--- src/jps_pkg.sv ---
// package of constants and types for the test access port select block
//
// Summary of operation
// - The system clock, while its enable is high, times the test logic; test clock edges are detected from synchronised samples.
// - A low test reset resets the controller at once, with no test clock edge needed.
// - The serial test output changes only on falling edges of the test clock.
// - The serial test input is sampled on rising edges of the test clock.
// - The mode select input, sampled on rising test clock edges, steps the controller.
// - The select strap is caught as test reset is released and held until the next release.
// - Return clock and one-wire function share one pin; only one can be used at a time.
`default_nettype none
package jps_pkg;
    // ==========================================================
    // widths and reset values
    localparam int          JPS_IR_WIDTH     = 4;
    localparam int          JPS_DR_WIDTH     = 32;
    localparam int          JPS_SYNC_STAGES  = 2;
    localparam logic [3:0]  JPS_IR_RESET     = 4'h1;
    localparam logic [3:0]  JPS_IR_BYPASS    = 4'hF;
    localparam logic [3:0]  JPS_IR_IDCODE    = 4'h1;
    // identity value is arbitrary
    localparam logic [31:0] JPS_IDCODE_VALUE = 32'h1234_5001;

    // ==========================================================
    // controller states
    typedef enum logic [3:0] {
        JPS_RESET, JPS_IDLE, JPS_SEL_DR, JPS_CAP_DR, JPS_SHIFT_DR, JPS_EXIT1_DR,
        JPS_PAUSE_DR, JPS_EXIT2_DR, JPS_UPD_DR, JPS_SEL_IR, JPS_CAP_IR,
        JPS_SHIFT_IR, JPS_EXIT1_IR, JPS_PAUSE_IR, JPS_EXIT2_IR, JPS_UPD_IR
    } jps_state_t;
endpackage
`default_nettype wire

--- src/jps_pin_if.sv ---
// interface carrying synchronised test pins and detected test clock edges
`default_nettype none
interface jps_pin_if;
    logic tckLevel;
    logic tckRise;
    logic tckFall;
    logic tms;
    logic tdi;
    logic trstN;
    logic strap;
    modport src (output tckLevel, output tckRise, output tckFall, output tms, output tdi,
                 output trstN, output strap);
    modport dst (input tckLevel, input tckRise, input tckFall, input tms, input tdi,
                 input trstN, input strap);
endinterface
`default_nettype wire

--- src/jps_tap.sv ---
// test access port controller with strap latch and shared return clock pin
`default_nettype none
module jps_tap
#(
    parameter int IrWidth = jps_pkg::JPS_IR_WIDTH,
    parameter int DrWidth = jps_pkg::JPS_DR_WIDTH
) (
    // clock and reset
    input  wire logic clk,
    input  wire logic reset,
    input  wire logic clkEn,
    // test pins
    input  wire logic tckPin,
    input  wire logic tmsPin,
    input  wire logic tdiPin,
    input  wire logic trstNPin,
    input  wire logic ctrlSelPin,
    output var  logic tdoOut,
    output var  logic tdoOe,
    // shared pin
    input  wire logic oneWireEnable,
    input  wire logic oneWireData,
    input  wire logic oneWireDriveLow,
    output var  logic sharedPinOut,
    output var  logic sharedPinOe,
    // status
    output var  logic debugSelected,
    output var  logic inReset
);
    import jps_pkg::*;

    jps_pin_if pins ();

    jps_pin_sync u_sync (
        .clk      (clk),
        .reset    (reset),
        .clkEn    (clkEn),
        .tckPin   (tckPin),
        .tmsPin   (tmsPin),
        .tdiPin   (tdiPin),
        .trstNPin (trstNPin),
        .strapPin (ctrlSelPin),
        .pins     (pins)
    );

    // ==========================================================
    // state
    jps_state_t           state_r;
    jps_state_t           state_nxt;
    logic [IrWidth-1:0]   ir_r;
    logic [IrWidth-1:0]   ir_nxt;
    logic [IrWidth-1:0]   irShift_r;
    logic [IrWidth-1:0]   irShift_nxt;
    logic [DrWidth-1:0]   dr_r;
    logic [DrWidth-1:0]   dr_nxt;
    logic                 tdo_r;
    logic                 tdo_nxt;
    logic                 tdoOe_r;
    logic                 tdoOe_nxt;
    logic                 trstLast_r;
    logic                 trstLast_nxt;
    logic                 sel_r;
    logic                 sel_nxt;
    logic                 pin_r;
    logic                 pin_nxt;
    logic                 pinOe_r;
    logic                 pinOe_nxt;
    logic                 rst_r;
    logic                 rst_nxt;

    function automatic jps_state_t nextState(input jps_state_t s, input logic m);
        unique case (s)
            JPS_RESET:    nextState = m ? JPS_RESET    : JPS_IDLE;
            JPS_IDLE:     nextState = m ? JPS_SEL_DR   : JPS_IDLE;
            JPS_SEL_DR:   nextState = m ? JPS_SEL_IR   : JPS_CAP_DR;
            JPS_CAP_DR:   nextState = m ? JPS_EXIT1_DR : JPS_SHIFT_DR;
            JPS_SHIFT_DR: nextState = m ? JPS_EXIT1_DR : JPS_SHIFT_DR;
            JPS_EXIT1_DR: nextState = m ? JPS_UPD_DR   : JPS_PAUSE_DR;
            JPS_PAUSE_DR: nextState = m ? JPS_EXIT2_DR : JPS_PAUSE_DR;
            JPS_EXIT2_DR: nextState = m ? JPS_UPD_DR   : JPS_SHIFT_DR;
            JPS_UPD_DR:   nextState = m ? JPS_SEL_DR   : JPS_IDLE;
            JPS_SEL_IR:   nextState = m ? JPS_RESET    : JPS_CAP_IR;
            JPS_CAP_IR:   nextState = m ? JPS_EXIT1_IR : JPS_SHIFT_IR;
            JPS_SHIFT_IR: nextState = m ? JPS_EXIT1_IR : JPS_SHIFT_IR;
            JPS_EXIT1_IR: nextState = m ? JPS_UPD_IR   : JPS_PAUSE_IR;
            JPS_PAUSE_IR: nextState = m ? JPS_EXIT2_IR : JPS_PAUSE_IR;
            JPS_EXIT2_IR: nextState = m ? JPS_UPD_IR   : JPS_SHIFT_IR;
            JPS_UPD_IR:   nextState = m ? JPS_SEL_DR   : JPS_IDLE;
        endcase
    endfunction

    // ==========================================================
    // next-state logic
    always_comb begin
        state_nxt    = state_r;
        ir_nxt       = ir_r;
        irShift_nxt  = irShift_r;
        dr_nxt       = dr_r;
        tdo_nxt      = tdo_r;
        tdoOe_nxt    = tdoOe_r;
        trstLast_nxt = pins.trstN;
        sel_nxt      = sel_r;
        // strap caught on release of test reset
        if (pins.trstN && !trstLast_r) begin
            sel_nxt = pins.strap;
        end
        if (!pins.trstN) begin
            state_nxt   = JPS_RESET;
            ir_nxt      = IrWidth'(JPS_IR_RESET);
            irShift_nxt = '0;
            tdoOe_nxt   = 1'b0;
        end else if (pins.tckRise) begin
            state_nxt = nextState(state_r, pins.tms);
            unique case (state_r)
                JPS_CAP_IR: irShift_nxt = IrWidth'(JPS_IR_RESET);
                JPS_SHIFT_IR: irShift_nxt = {pins.tdi, irShift_r[IrWidth-1:1]};
                JPS_UPD_IR:   ir_nxt = irShift_r;
                JPS_CAP_DR: begin
                    dr_nxt = (ir_r == IrWidth'(JPS_IR_IDCODE)) ?
                             DrWidth'(JPS_IDCODE_VALUE) : '0;
                end
                JPS_SHIFT_DR: begin
                    if (ir_r == IrWidth'(JPS_IR_BYPASS)) begin
                        dr_nxt = {{(DrWidth-1){1'b0}}, pins.tdi};
                    end else begin
                        dr_nxt = {pins.tdi, dr_r[DrWidth-1:1]};
                    end
                end
                default: ;
            endcase
            if (state_r == JPS_RESET && pins.tms) begin
                ir_nxt = IrWidth'(JPS_IR_RESET);
            end
        end else if (pins.tckFall) begin
            tdoOe_nxt = (state_r == JPS_SHIFT_DR) || (state_r == JPS_SHIFT_IR);
            tdo_nxt   = (state_r == JPS_SHIFT_IR) ? irShift_r[0] : dr_r[0];
        end
        // shared pin: one-wire wins when enabled, else return clock
        if (oneWireEnable) begin
            pin_nxt   = oneWireData;
            pinOe_nxt = oneWireDriveLow;
        end else begin
            pin_nxt   = pins.tckLevel;
            pinOe_nxt = 1'b1;
        end
        // status follows the controller's reset state
        rst_nxt = (state_nxt == JPS_RESET);
    end

    always_ff @(posedge clk or posedge reset) begin
        if (reset) begin
            state_r    <= JPS_RESET;
            ir_r       <= IrWidth'(JPS_IR_RESET);
            irShift_r  <= '0;
            dr_r       <= '0;
            tdo_r      <= 1'b0;
            tdoOe_r    <= 1'b0;
            trstLast_r <= 1'b1;
            sel_r      <= 1'b1;
            pin_r      <= 1'b0;
            pinOe_r    <= 1'b0;
            rst_r      <= 1'b1;
        end else if (clkEn) begin
            state_r    <= state_nxt;
            ir_r       <= ir_nxt;
            irShift_r  <= irShift_nxt;
            dr_r       <= dr_nxt;
            tdo_r      <= tdo_nxt;
            tdoOe_r    <= tdoOe_nxt;
            trstLast_r <= trstLast_nxt;
            sel_r      <= sel_nxt;
            pin_r      <= pin_nxt;
            pinOe_r    <= pinOe_nxt;
            rst_r      <= rst_nxt;
        end
    end

    assign tdoOut        = tdo_r;
    assign tdoOe         = tdoOe_r;
    assign sharedPinOut  = pin_r;
    assign sharedPinOe   = pinOe_r;
    assign debugSelected = sel_r;
    assign inReset       = rst_r;

    // ==========================================================
    // assertions
    property p_trst_reset;
        @(posedge clk) disable iff (reset)
        (clkEn && !pins.trstN) |=> (state_r == JPS_RESET && !tdoOe_r);
    endproperty
    a_trst_reset: assert property (p_trst_reset) else $error("no reset on test reset");

    property p_tdo_fall;
        @(posedge clk) disable iff (reset)
        (clkEn && $past(clkEn) && tdo_r != $past(tdo_r)) |-> $past(pins.tckFall);
    endproperty
    a_tdo_fall: assert property (p_tdo_fall) else $error("tdo moved off fall");

    property p_tdi_rise;
        @(posedge clk) disable iff (reset)
        (clkEn && pins.trstN && pins.tckRise && state_r == JPS_SHIFT_DR
         && ir_r != IrWidth'(JPS_IR_BYPASS)) |=> (dr_r[DrWidth-1] == $past(pins.tdi));
    endproperty
    a_tdi_rise: assert property (p_tdi_rise) else $error("tdi not shifted");

    property p_tms_step;
        @(posedge clk) disable iff (reset)
        (clkEn && pins.trstN && !pins.tckRise) |=> (state_r == $past(state_r));
    endproperty
    a_tms_step: assert property (p_tms_step) else $error("state moved without edge");

    property p_tms_rise;
        @(posedge clk) disable iff (reset)
        (clkEn && pins.trstN && pins.tckRise && state_r == JPS_IDLE && pins.tms)
        |=> (state_r == JPS_SEL_DR);
    endproperty
    a_tms_rise: assert property (p_tms_rise) else $error("tms step wrong");

    property p_strap;
        @(posedge clk) disable iff (reset)
        (clkEn && pins.trstN && !trstLast_r) |=> (sel_r == $past(pins.strap));
    endproperty
    a_strap: assert property (p_strap) else $error("strap not latched");

    property p_strap_hold;
        @(posedge clk) disable iff (reset)
        (clkEn && !(pins.trstN && !trstLast_r)) |=> $stable(sel_r);
    endproperty
    a_strap_hold: assert property (p_strap_hold) else $error("strap changed");

    property p_onewire;
        @(posedge clk) disable iff (reset)
        (clkEn && oneWireEnable) |=> (pin_r == $past(oneWireData));
    endproperty
    a_onewire: assert property (p_onewire) else $error("one-wire lost pin");

    property p_ret_clk;
        @(posedge clk) disable iff (reset)
        (clkEn && !oneWireEnable) |=> (pinOe_r && pin_r == $past(pins.tckLevel));
    endproperty
    a_ret_clk: assert property (p_ret_clk) else $error("return clock wrong");
endmodule
`default_nettype wire

--- src/jps_pin_sync.sv ---
// two-stage synchronisers for test pins and test clock edge detection
`default_nettype none
module jps_pin_sync (
    // clock and reset
    input  wire logic clk,
    input  wire logic reset,
    input  wire logic clkEn,
    // raw pins
    input  wire logic tckPin,
    input  wire logic tmsPin,
    input  wire logic tdiPin,
    input  wire logic trstNPin,
    input  wire logic strapPin,
    // synchronised side
    jps_pin_if.src    pins
);
    import jps_pkg::*;

    // ==========================================================
    // synchronisers
    logic [4:0] meta_r;
    logic [4:0] meta_nxt;
    logic [4:0] sync_r;
    logic [4:0] sync_nxt;
    logic       tckLast_r;
    logic       tckLast_nxt;

    always_comb begin
        meta_nxt    = {strapPin, trstNPin, tdiPin, tmsPin, tckPin};
        sync_nxt    = meta_r;
        tckLast_nxt = sync_r[0];
    end

    always_ff @(posedge clk or posedge reset) begin
        if (reset) begin
            meta_r    <= 5'h18;
            sync_r    <= 5'h18;
            tckLast_r <= 1'b0;
        end else if (clkEn) begin
            meta_r    <= meta_nxt;
            sync_r    <= sync_nxt;
            tckLast_r <= tckLast_nxt;
        end
    end

    assign pins.tckLevel = sync_r[0];
    assign pins.tckRise  = sync_r[0] & ~tckLast_r;
    assign pins.tckFall  = ~sync_r[0] & tckLast_r;
    assign pins.tms      = sync_r[1];
    assign pins.tdi      = sync_r[2];
    assign pins.trstN    = sync_r[3];
    assign pins.strap    = sync_r[4];
endmodule
`default_nettype wire

--- config.mk ---
export PLATFORM = sky130hd
export DESIGN_NAME = jps_tap
export DESIGN_NICKNAME = d
export VERILOG_FILES = /design/src/jps_pkg.sv /design/src/jps_pin_if.sv /design/src/jps_tap.sv /design/src/jps_pin_sync.sv
export SDC_FILE = /design/constraint.sdc
export NUM_CORES = 1
export LEC_CHECK = 0
export ABC_AREA = 1
export ABC_CLOCK_PERIOD_IN_PS = 3600
export BUFFER_PORTS_ARGS = -buffer_cell sky130_fd_sc_hd__buf_4
export CELL_PAD_IN_SITES_DETAIL_PLACEMENT = 1
export CELL_PAD_IN_SITES_GLOBAL_PLACEMENT = 1
export CORE_ASPECT_RATIO = 1.4
export CORE_MARGIN = 1.5
export CORE_UTILIZATION = 49
export CTS_CLUSTER_DIAMETER = 30
export DETAILED_ROUTE_END_ITERATION = 6
export PLACE_DENSITY = 0.87
export SYNTH_ARGS = -nofsm -noshare
export SYNTH_HDL_FRONTEND = slang
export SYNTH_SLANG_ARGS = --single-unit
export TNS_END_PERCENT = 20
--- constraint.sdc ---
create_clock -name clk -period 3.6 [get_ports clk]
set_input_delay 0.54 -clock clk [delete_from_list [all_inputs] [get_ports clk]]
set_output_delay 0.54 -clock clk [all_outputs]
set_load 0.01 [all_outputs]
==> metrics.md, run 1 <==
| Metric | Value |
|---|---|
| Diode count | 0 |
| Clk_lat worst skew | 0.34 ns |
| Critical path class | reg -> reg |
| Yosys warns | 0 |
| DR iter-0 viols | 189 |
| Reg-to-reg critical path startpoint | state_r[2] |
| Peak VDD IR | 457.7 uV |
| Worst-margin pin slew | 1.096 ns |
| Layout cells sized above 1 | 14.75% |
| Yosys top cell by area | dfrtp_1 |
| Post-route insts no fill | 443 |
| Status | complete, no violations |
| Num CTS Buffers | 9 |
| Slew Viols, Final | 0 |
| Top-count cell post-synth | nand2_1 |
| Switching power | 434.9 uW |
| Top-level port count | 17 |
| Root Driver | clkbuf_8 |
| Die area | 6407 sq um |
| Switching Fraction | 26.25% |
| Hold WC Path Type | in -> reg |
| Remaining Overflow, GRT | 0 |
| Rows | 33 |
| Part of the cycle the worst path needs | 59.89% |
| Largest net degree at the start of global routing | 45 |
| Clock skew | 0.006776 ns |
| Min cycle time layout | 2.156 ns |
| Die Ht | 94.11 um |
| All-Layer GR Usage | 25.16% |
| Share of the synthesized area in the top cell type | 46.51% |
| First-pass GRT wire length | 11.71 mm |
| Total leakage power | 0.001657 uW |
| Mapped Nets | 366 |
| Yosys reg bits | 62 |
| Setup TNS | 0 ns |
| Relative slew slack | 26.92% |
| Comb power frac | 10.4% |
| Primary FF master, synth | dfrtp_1 |
| Initial antenna violation count | 0 |
| P_int | 1222 uW |
| Starting density of the core | 50.26% |
| Core Util, Final | 56.39% |
| Reg clk slew, reported paths | 0.07 ns |
| Filler cell count | 727 |
| Power density cells | 508.2 nW/um^2 |
| Hold buffers post-CTS | 0 |
| CP endpoint kind | flip-flop |
| H-Tree Depth | 3 |
| Num Clock Sinks | 62 |
| RSZ-0062 raised after global routing | no |
| Top post-synthesis cells by area | dfrtp_1, nand2_1, dfstp_2 |
| WP data arrival | 2.42 ns |
| Yosys cell types | 27 |
| Area Overhead vs Synth | 12.19% |
| Core Area | 5781 sq um |
| Final #Nets | 379 |
| Post-Synthesis Cells | 355 |
| Mapped Area | 2905 sq um |
| Hpwl dp | 4.886 mm |
| Peak Freq | 463.8 MHz |
| Worst setup SP type | flip-flop |
| Final setup viols | 0 |
| Seq/Total Area, Yosys | 53.75% |
| Async SR Flop Fraction | 100.0% |
| Crit path max fanout | 31 |
| Power Total | 1656 uW |
| Via Count | 2451 |
| Critical path startpoint | state_r[2] |
| Vias in the first global route | 2501 |
| Antenna-violating nets left | 0 |
| Syn avg cell area | 8.184 sq um |
| Routed wire length | 7.218 mm |
| Clock Power Share | 41.9% |
| Drt pass-1 iters | 5 |
| Commonest cells post-synth | nand2_1, dfrtp_1, nand3_1, nor2_1, inv_1 |
| Residual DRC | 0 |
| Max Cap Viol | 0 |
| Flop pwr share | 47.7% |
| Vias per std cell | 5.533 |
| DP Cell Count | 427 |
| WL per Instance | 16.29 um |
| TritonCTS clock tree | yes |
| CTS max path bufs | 2 |
| Post-CTS Repair Setup Buffers | 0 |
| Port Buffer Count | 16 |
| Die W | 68.08 um |
| Final hold violations | 0 |
| HP Start | oneWireEnable |
| Post-synth EDFFs | 0 |
| Req. time, crit path | 3.87 ns |
| Gpl congestion | 0.9107 |
| Post-CTS sizing | 0 |
## cell usage in the layout (no fill, tap or decap)
cell / synthesis / routed
a31oi_4: 1 / 1
a31oi_1: 1 / 1
nor2_4: 2 / 2
nor3_4: 1 / 1
o211ai_1: 1 / 1
clkbuf_8: 0 / 10
o22ai_1: 2 / 2
nand4_1: 8 / 8
inv_1: 24 / 23
o21ai_0: 15 / 15
o21ai_1: 5 / 5
o31ai_1: 1 / 1
inv_4: 1 / 1
inv_6: 0 / 1
nor2_8: 1 / 1
clkinvlp_4: 0 / 1
nand2_1: 120 / 120
inv_2: 3 / 4
a21oi_2: 4 / 4
nor2_1: 33 / 33
and3_1: 1 / 1
nand3_1: 38 / 38
clkinv_2: 0 / 1
dfstp_2: 8 / 8
buf_4: 5 / 18
bufinv_16: 0 / 2
clkbuf_1: 6 / 1
dfrtp_1: 54 / 54
a21oi_1: 15 / 15
## path summary, 6_finish.rpt
path | to | slack (ns) | depth (start not counted)
min in group asynchronous | dr_r[24] | 0.41 | 2
max in group asynchronous | inReset | 2.32 | 3
max | dr_r[20] | 1.44 | 5
min | sharedPinOe | 0.38 | 2
max reg2reg | dr_r[20] | 1.44 | 5
min reg2reg | inReset | 0.48 | 2
## area by class of cell
class | instances | area (sq um) | area share (%)
tap | 70 | 87.58 | 2.687
inverter | 28 | 107.6 | 3.301
timing repair buffer | 18 | 135.1 | 4.146
clock inverter | 5 | 81.33 | 2.495
multi-input combinational | 249 | 1145 | 35.12
clock buffer | 11 | 141.4 | 4.338
sequential | 62 | 1562 | 47.91
## routing by layer
| metal | GRT usage, % | share of wire [%] |
|---|---|---|
| met1 | 27.52 | 40 |
| met5 | 0 | 0 |
| met4 | 12.17 | 2.3 |
| met2 | 45.39 | 55 |
| met3 | 4.077 | 2.0 |
## flip-flops by register name, summed over array words and instances, names as in the netlist
name / flops
ir_r: 4
debugSelected: 1
irShift_r: 4
sharedPinOut: 1
u_sync.sync_r: 5
u_sync.meta_r: 5
inReset: 1
tdoOut: 1
trstLast_r: 1
dr_r: 32
state_r: 4
u_sync.tckLast_r: 1
sharedPinOe: 1
tdoOe: 1
## kinds of logic after synthesis
family	after synthesis	share of synthesized area, %
simple gates	204	30.28
flops	62	53.75
compound gates	45	9.130
buf+inv	44	6.848
## critical path, stage by stage (launching register included)
cell and delay (ns):
dfrtp_1 0.45, inv_1 0.14, nor2_1 0.18, and3_1 0.92, nand2_1 0.20, a21oi_2 0.19
## power groups by stage
stage	clock network [uW]	logic (uW)	registers [uW]
floorplan	0	119	788
global placement	0	165	800
detailed placement	0	173	802
CTS	702	175	791
global route	735	195	796
finish	694	172	790
## per-stage QoR
step	hold slack, ns	instance area, sq um	setup WS, ns
6_report	0.3823	3259	1.444
5_1_grt	0.3916	3259	1.268
4_1_cts	0.3802	3259	1.461
3_5_place_dp	0.4663	3037	1.486
3_3_place_gp	0.4519	3037	1.549
2_1_floorplan	0.4422	2905	1.532
(Power assumes the default switching activity.)
==> run 2: changes to the inputs <==
Settings changed: ABC_AREA 1 to 0, ABC_CLOCK_PERIOD_IN_PS 3600 to 2000, CORE_UTILIZATION 49 to 48, PLACE_DENSITY 0.87 to 0.82.
Clock period 3.6 ns to 2 ns, I/O delays scaled along.
==> run 2 against run 1 <==
Against the previous run:
- critical path depth decreased by 1
- clock power increased by 93%
- total power increased by 88%
- register-to-register slack got worse by 1.2 ns
- first-iteration DRC count decreased by 41%
- fmax increased by 21%
- non-clock buffer count increased by 16
- clock skew increased by 0.0024 ns
- synthesized cell count decreased by 24%
- clock-buffer cell count increased by 1
- critical path type unchanged
- largest cell class unchanged
- highest routed layer unchanged
==> metrics.md, run 2 <==
| Metric | Value |
|---|---|
| Power Total | 3114 uW |
| Area Overhead vs Synth | 17.11% |
| Root Driver | clkbuf_8 |
| Reg clk slew, reported paths | 0.07 ns |
| Core Area | 5781 sq um |
| Final #Nets | 307 |
| Worst Path Buf+Inv | 1 |
| Mapped Area | 2851 sq um |
| Gpl congestion | 0.7842 |
| Num Clock Sinks | 62 |
| Hpwl dp | 4.469 mm |
| Filler cell count | 646 |
| Top post-synthesis cells by area | dfrtp_1, a22o_1, dfstp_2 |
| Hold buffers post-CTS | 0 |
| Slew Viols, Final | 0 |
| DP Cell Count | 355 |
| Min cycle time layout | 1.785 ns |
| Share of the synthesized area in the top cell type | 47.39% |
| WP data arrival | 1.99 ns |
| DR iter-0 viols | 112 |
| Post-CTS Repair Setup Buffers | 0 |
| Most common cell after layout, fill and taps aside | dfrtp_1 |
| Antenna-violating nets left | 0 |
| Max Cap Viol | 0 |
| Number of flip-flops under the largest register name | 32 |
| Regs by FF count | dr_r x32, u_sync.meta_r x5, u_sync.sync_r x5 |
| Primary FF master, synth | dfrtp_1 |
| Diode count | 0 |
| CP endpoint kind | flip-flop |
| Die Ht | 94.20 um |
| Worst hold slack | 0.01883 ns |
| Seq/Total Area, Yosys | 54.76% |
| Relative slew slack | 64.90% |
| Post-synth EDFFs | 0 |
| Yosys reg bits | 62 |
| Worst-path cell chain | inv_1 -> a21o_1 -> o211ai_1 -> o21ai_0 |
| Largest net degree at the start of global routing | 63 |
| Core Util, Final | 57.77% |
| WL per Instance | 17.74 um |
| Status | complete, no violations |
| Post-route insts no fill | 371 |
| Residual DRC | 0 |
| RSZ-0062 raised after global routing | no |
| Async SR Flop Fraction | 100.0% |
| Num CTS Buffers | 9 |
| Peak Freq | 560.1 MHz |
| Top-count cell post-synth | dfrtp_1 |
| Remaining Overflow, GRT | 0 |
| Clk_lat worst skew | 0.35 ns |
| Total leakage power | 0.001488 uW |
| Final hold violations | 0 |
| Via Count | 2144 |
| Setup TNS | 0 ns |
| Vias per std cell | 5.779 |
| Req. time, crit path | 2.21 ns |
| Die area | 6418 sq um |
| Port Buffer Count | 16 |
| Register bank with the most flops | dr_r |
| Rows | 33 |
| Crit path max fanout | 9 |
| Starting density of the core | 49.33% |
| Mapped Nets | 281 |
| Critical path's slowest cell | dfstp_2 |
| CTS max path bufs | 2 |
| Post-Synthesis Cells | 270 |
| Peak VDD IR | 510.9 uV |
| Routed wire length | 6.582 mm |
| Layout cells sized above 1 | 24.25% |
| Most frequent cells in the layout | dfrtp_1, buf_4, nand2_1, a22o_1, nor2_1 |
| Clock skew | 0.009191 ns |
| Drt pass-1 iters | 4 |
| Crit-path max cell delay | 0.62 ns |
| Worst-margin pin slew | 0.5242 ns |
| Largest delay contributor family on the critical path | compound AO/OA/AOI/OAI gates |
| Power density cells | 932.4 nW/um^2 |
| Vias in the first global route | 2282 |
| H-Tree Depth | 3 |
| TritonCTS clock tree | yes |
| Die W | 68.14 um |
| All-Layer GR Usage | 23.27% |
| First-pass GRT wire length | 10.86 mm |
| Yosys warns | 0 |
| Hold WC Path Type | in -> async |
| Commonest cells post-synth | dfrtp_1, nand2_1, a22o_1, nor2_1, a21oi_1 |
| Top-level port count | 17 |
| Part of the cycle the worst path needs | 89.27% |
| Post-CTS sizing | 0 |
| Critical path class | reg -> reg |
| Syn avg cell area | 10.56 sq um |
| Worst setup SP type | flip-flop |
| Yosys cell types | 44 |
| Initial antenna violation count | 0 |
| Final setup viols | 0 |
| Yosys top cell by area | dfrtp_1 |
[run 2: final cells by class]
cell class	count	area, sq um	share of cell area (%)
well taps	70	87.58	2.623
repair buffers	34	267.8	8.018
flip-flops and latches	62	1562	46.76
clock buffers	12	145.1	4.346
multi-input cells	182	1156	34.62
clock inverters	4	95.09	2.848
inverters	7	26.28	0.7868
[run 2: path summary, 6_finish.rpt]
check | start | endpoint | slack [ns] | depth (start not counted)
max | u_sync.sync_r[3] | ir_r[1] | 0.21 | 4
min | reset | dr_r[3] | 0.02 | 3
max reg2reg | u_sync.sync_r[3] | ir_r[1] | 0.21 | 4
min reg2reg | trstLast_r | trstLast_r | 0.48 | 2
max in group asynchronous | reset | inReset | 1.67 | 3
min in group clk | oneWireEnable | sharedPinOe | 0.16 | 2
[run 2: layer usage]
layer	global-route usage [%]	share of wire, %
met1	26.06	40
met3	5.276	3.0
met5	0	0
met2	39.81	54
met4	12.33	3.2
[run 2: per-stage QoR]
| step | worst slack [ns] | instance area (sq um) |
|---|---|---|
| CTS | 0.1542 | 3334 |
| finish | 0.2146 | 3339 |
| global placement | 0.2174 | 3094 |
| detailed placement | 0.1523 | 3094 |
| global route | 0.006994 | 3339 |
| floorplan | 0.1718 | 2851 |
[run 2: kinds of logic (layout without fill, tap and decap cells)]
kind of cell	Yosys count	in the layout	share of synthesized area [%]
AND/OR/NAND/NOR	85	85	14.48
flip-flops	62	62	54.76
AO/OA/AOI/OAI	82	82	20.14
XOR/XNOR	1	1	0.3072
buffers and inverters	26	57	4.870
multiplexers	14	14	5.441
[run 2: worst reg2reg max path, delay by kind of cell, from the launching register on]
family / cells / cell delay, ns
compound gates: 3 / 0.87
buf+inv: 1 / 0.16
flops: 1 / 0.62
[run 2: power by group]
| group | internal [uW] | total [uW] | switching (uW) |
|---|---|---|---|
| combinational | 164 | 370 | 206 |
| clock | 861 | 1340 | 484 |
| sequential | 1350 | 1400 | 51.6 |
==> run 3: changes to the inputs <==
Settings changed: BUFFER_PORTS_ARGS -buffer_cell sky130_fd_sc_hd__buf_4 to default, CORE_UTILIZATION 48 to 50, DONT_BUFFER_PORTS from default to 1, PLACE_DENSITY 0.82 to 0.81.
==> run 3 against run 2 <==
Against the previous run:
- via count decreased by 2.0%
- register-to-register slack got worse by 0.06 ns
- die area decreased by 3.8%
- core utilization increased by 0.25 points
- critical endpoint is now dr_r[28]
- highest routed layer unchanged
- critical path depth unchanged
- clock power decreased by 8%
- sequential share of layout area increased by 2.0 points
- largest cell class unchanged
- global-route usage increased by 0.59 points
==> metrics.md, run 3 (synthesis results as in run 2) <==
| Metric | Value |
|---|---|
| Reg clk slew, reported paths | 0.08 ns |
| Multi-input combinational cell area | 1156 sq um |
| Num Clock Sinks | 62 |
| Total leakage power | 0.001392 uW |
| Final setup viols | 0 |
| Remaining Overflow, GRT | 0 |
| Worst-margin pin slew | 0.5293 ns |
| Rows | 32 |
| Power density cells | 923.3 nW/um^2 |
| Status | complete, no violations |
| Initial antenna violation count | 0 |
| Register bank with the most flops | dr_r |
| Fin area | 3206 sq um |
| TritonCTS clock tree | yes |
| Port Buffer Count | 0 |
| Via Count | 2102 |
| Area after DPL | 2969 sq um |
| Core Area | 5525 sq um |
| Starting density of the core | 51.61% |
| Hold WC Path Type | in -> reg |
| Max Cap Viol | 0 |
| Min cycle time layout | 1.843 ns |
| Post-CTS Repair Setup Buffers | 0 |
| Final hold violations | 0 |
| Residual DRC | 0 |
| Die Ht | 92.36 um |
| Die area | 6172 sq um |
| Drt pass-1 iters | 4 |
| Most common cell after layout, fill and taps aside | dfrtp_1 |
| Worst setup SP type | flip-flop |
| Slew Viols, Final | 0 |
| Filler cell count | 613 |
| Largest net degree at the start of global routing | 63 |
| Antenna-violating nets left | 0 |
| Setup TNS | 0 ns |
| RSZ-0062 raised after global routing | no |
| Area Overhead vs Synth | 12.42% |
| Vias in the first global route | 2270 |
| CTS max path bufs | 2 |
| DR iter-0 viols | 120 |
| Most frequent cells in the layout | dfrtp_1, nand2_1, a22o_1, nor2_1, a21oi_1 |
| Critical path class | reg -> reg |
| Clock skew | 0.009352 ns |
| Part of the cycle the worst path needs | 92.17% |
| Crit path max fanout | 8 |
| WL per Instance | 18.76 um |
| Gpl congestion | 0.7844 |
| Top-level port count | 17 |
| Hpwl dp | 4.298 mm |
| Regs by FF count | dr_r x32, u_sync.meta_r x5, u_sync.sync_r x5 |
| Layout cells sized above 1 | 20.07% |
| All-Layer GR Usage | 23.87% |
| Number of flip-flops under the largest register name | 32 |
| Num CTS Buffers | 9 |
| H-Tree Depth | 3 |
| Routed wire length | 6.605 mm |
| CP endpoint kind | flip-flop |
| Peak Freq | 542.5 MHz |
| First-pass GRT wire length | 10.77 mm |
| WP data arrival | 2.10 ns |
| Diode count | 0 |
| Vias per std cell | 5.972 |
| Peak VDD IR | 795.3 uV |
| Root Driver | clkbuf_8 |
| Die W | 66.83 um |
| Core Util, Final | 58.02% |
| Req. time, crit path | 2.26 ns |
| Clk_lat worst skew | 0.35 ns |
| Power Total | 2960 uW |
| Register area | 1562 sq um |
| Final #Nets | 290 |
| Relative slew slack | 64.52% |
run 3: cell types whose count changed in the layout (fill, tap and decap cells not counted), sizes merged:
cell,change
dlygate4sd3,+1
clkbuf,-3
inv,+1
bufinv,-1
buf,-18
clkinv,+1
clkinvlp,+2
run 3: layer usage:
metal / wire [um] / vias to the layer above / global-route usage (%)
met4: 150 / 0 / 11.90
met1: 2687 / 1064 / 26.95
met3: 219 / 12 / 5.589
li1: - / 989 / -
met5: 0 / - / 0
met2: 3547 / 37 / 41.17
run 3: through the flow:
stage | setup WS (ns) | hold slack [ns] | std cells
floorplan | 0.1718 | 0.4064 | 270
global placement | 0.1153 | 0.2715 | 335
detailed placement | 0.09550 | 0.2779 | 335
CTS | 0.01133 | 0.02955 | 352
global route | 0.07590 | 0.02584 | 352
finish | 0.1566 | 0.03208 | 352
run 3: final timing paths:
kind | slack, ns | endpoint | startpoint | depth (start not counted)
max | 0.16 | dr_r[28] | ir_r[0] | 4
min | 0.03 | trstLast_r | clkEn | 1
max reg2reg | 0.16 | dr_r[28] | ir_r[0] | 4
min reg2reg | 0.49 | trstLast_r | trstLast_r | 2
max in group asynchronous | 1.22 | u_sync.meta_r[4] | reset | 3
min in group asynchronous | 0.45 | dr_r[1] | reset | 3
run 3: area by class of cell:
class	count	area share, %
clock inverters	7	3.045
repair buffers	17	4.840
clock buffers	9	3.864
flip-flops and latches	62	48.71
well taps	68	2.654
multi-input cells	182	36.07
inverters	7	0.8197
run 3: repair_timing:
item / CTS / global route
hold endpoints to repair: 54 / 0
resized for setup: 0 / 1
hold buffers: 1 / 0
endpoints found under the setup margin: 0 / 8
run 3: report_power, final:
part	leakage [uW]	internal [uW]	total [uW]	switching, uW
Sequential	0.000816	1350	1420	69.1
Combinational	0.000471	132	313	181
Clock	0.000106	704	1230	525
run 3: critical path: stages, from the launching register on:
cell,delay [ns]
dfstp_2,0.55
or4b_2,0.61
a31oi_1,0.23
nor3_2,0.13
a21oi_1,0.23
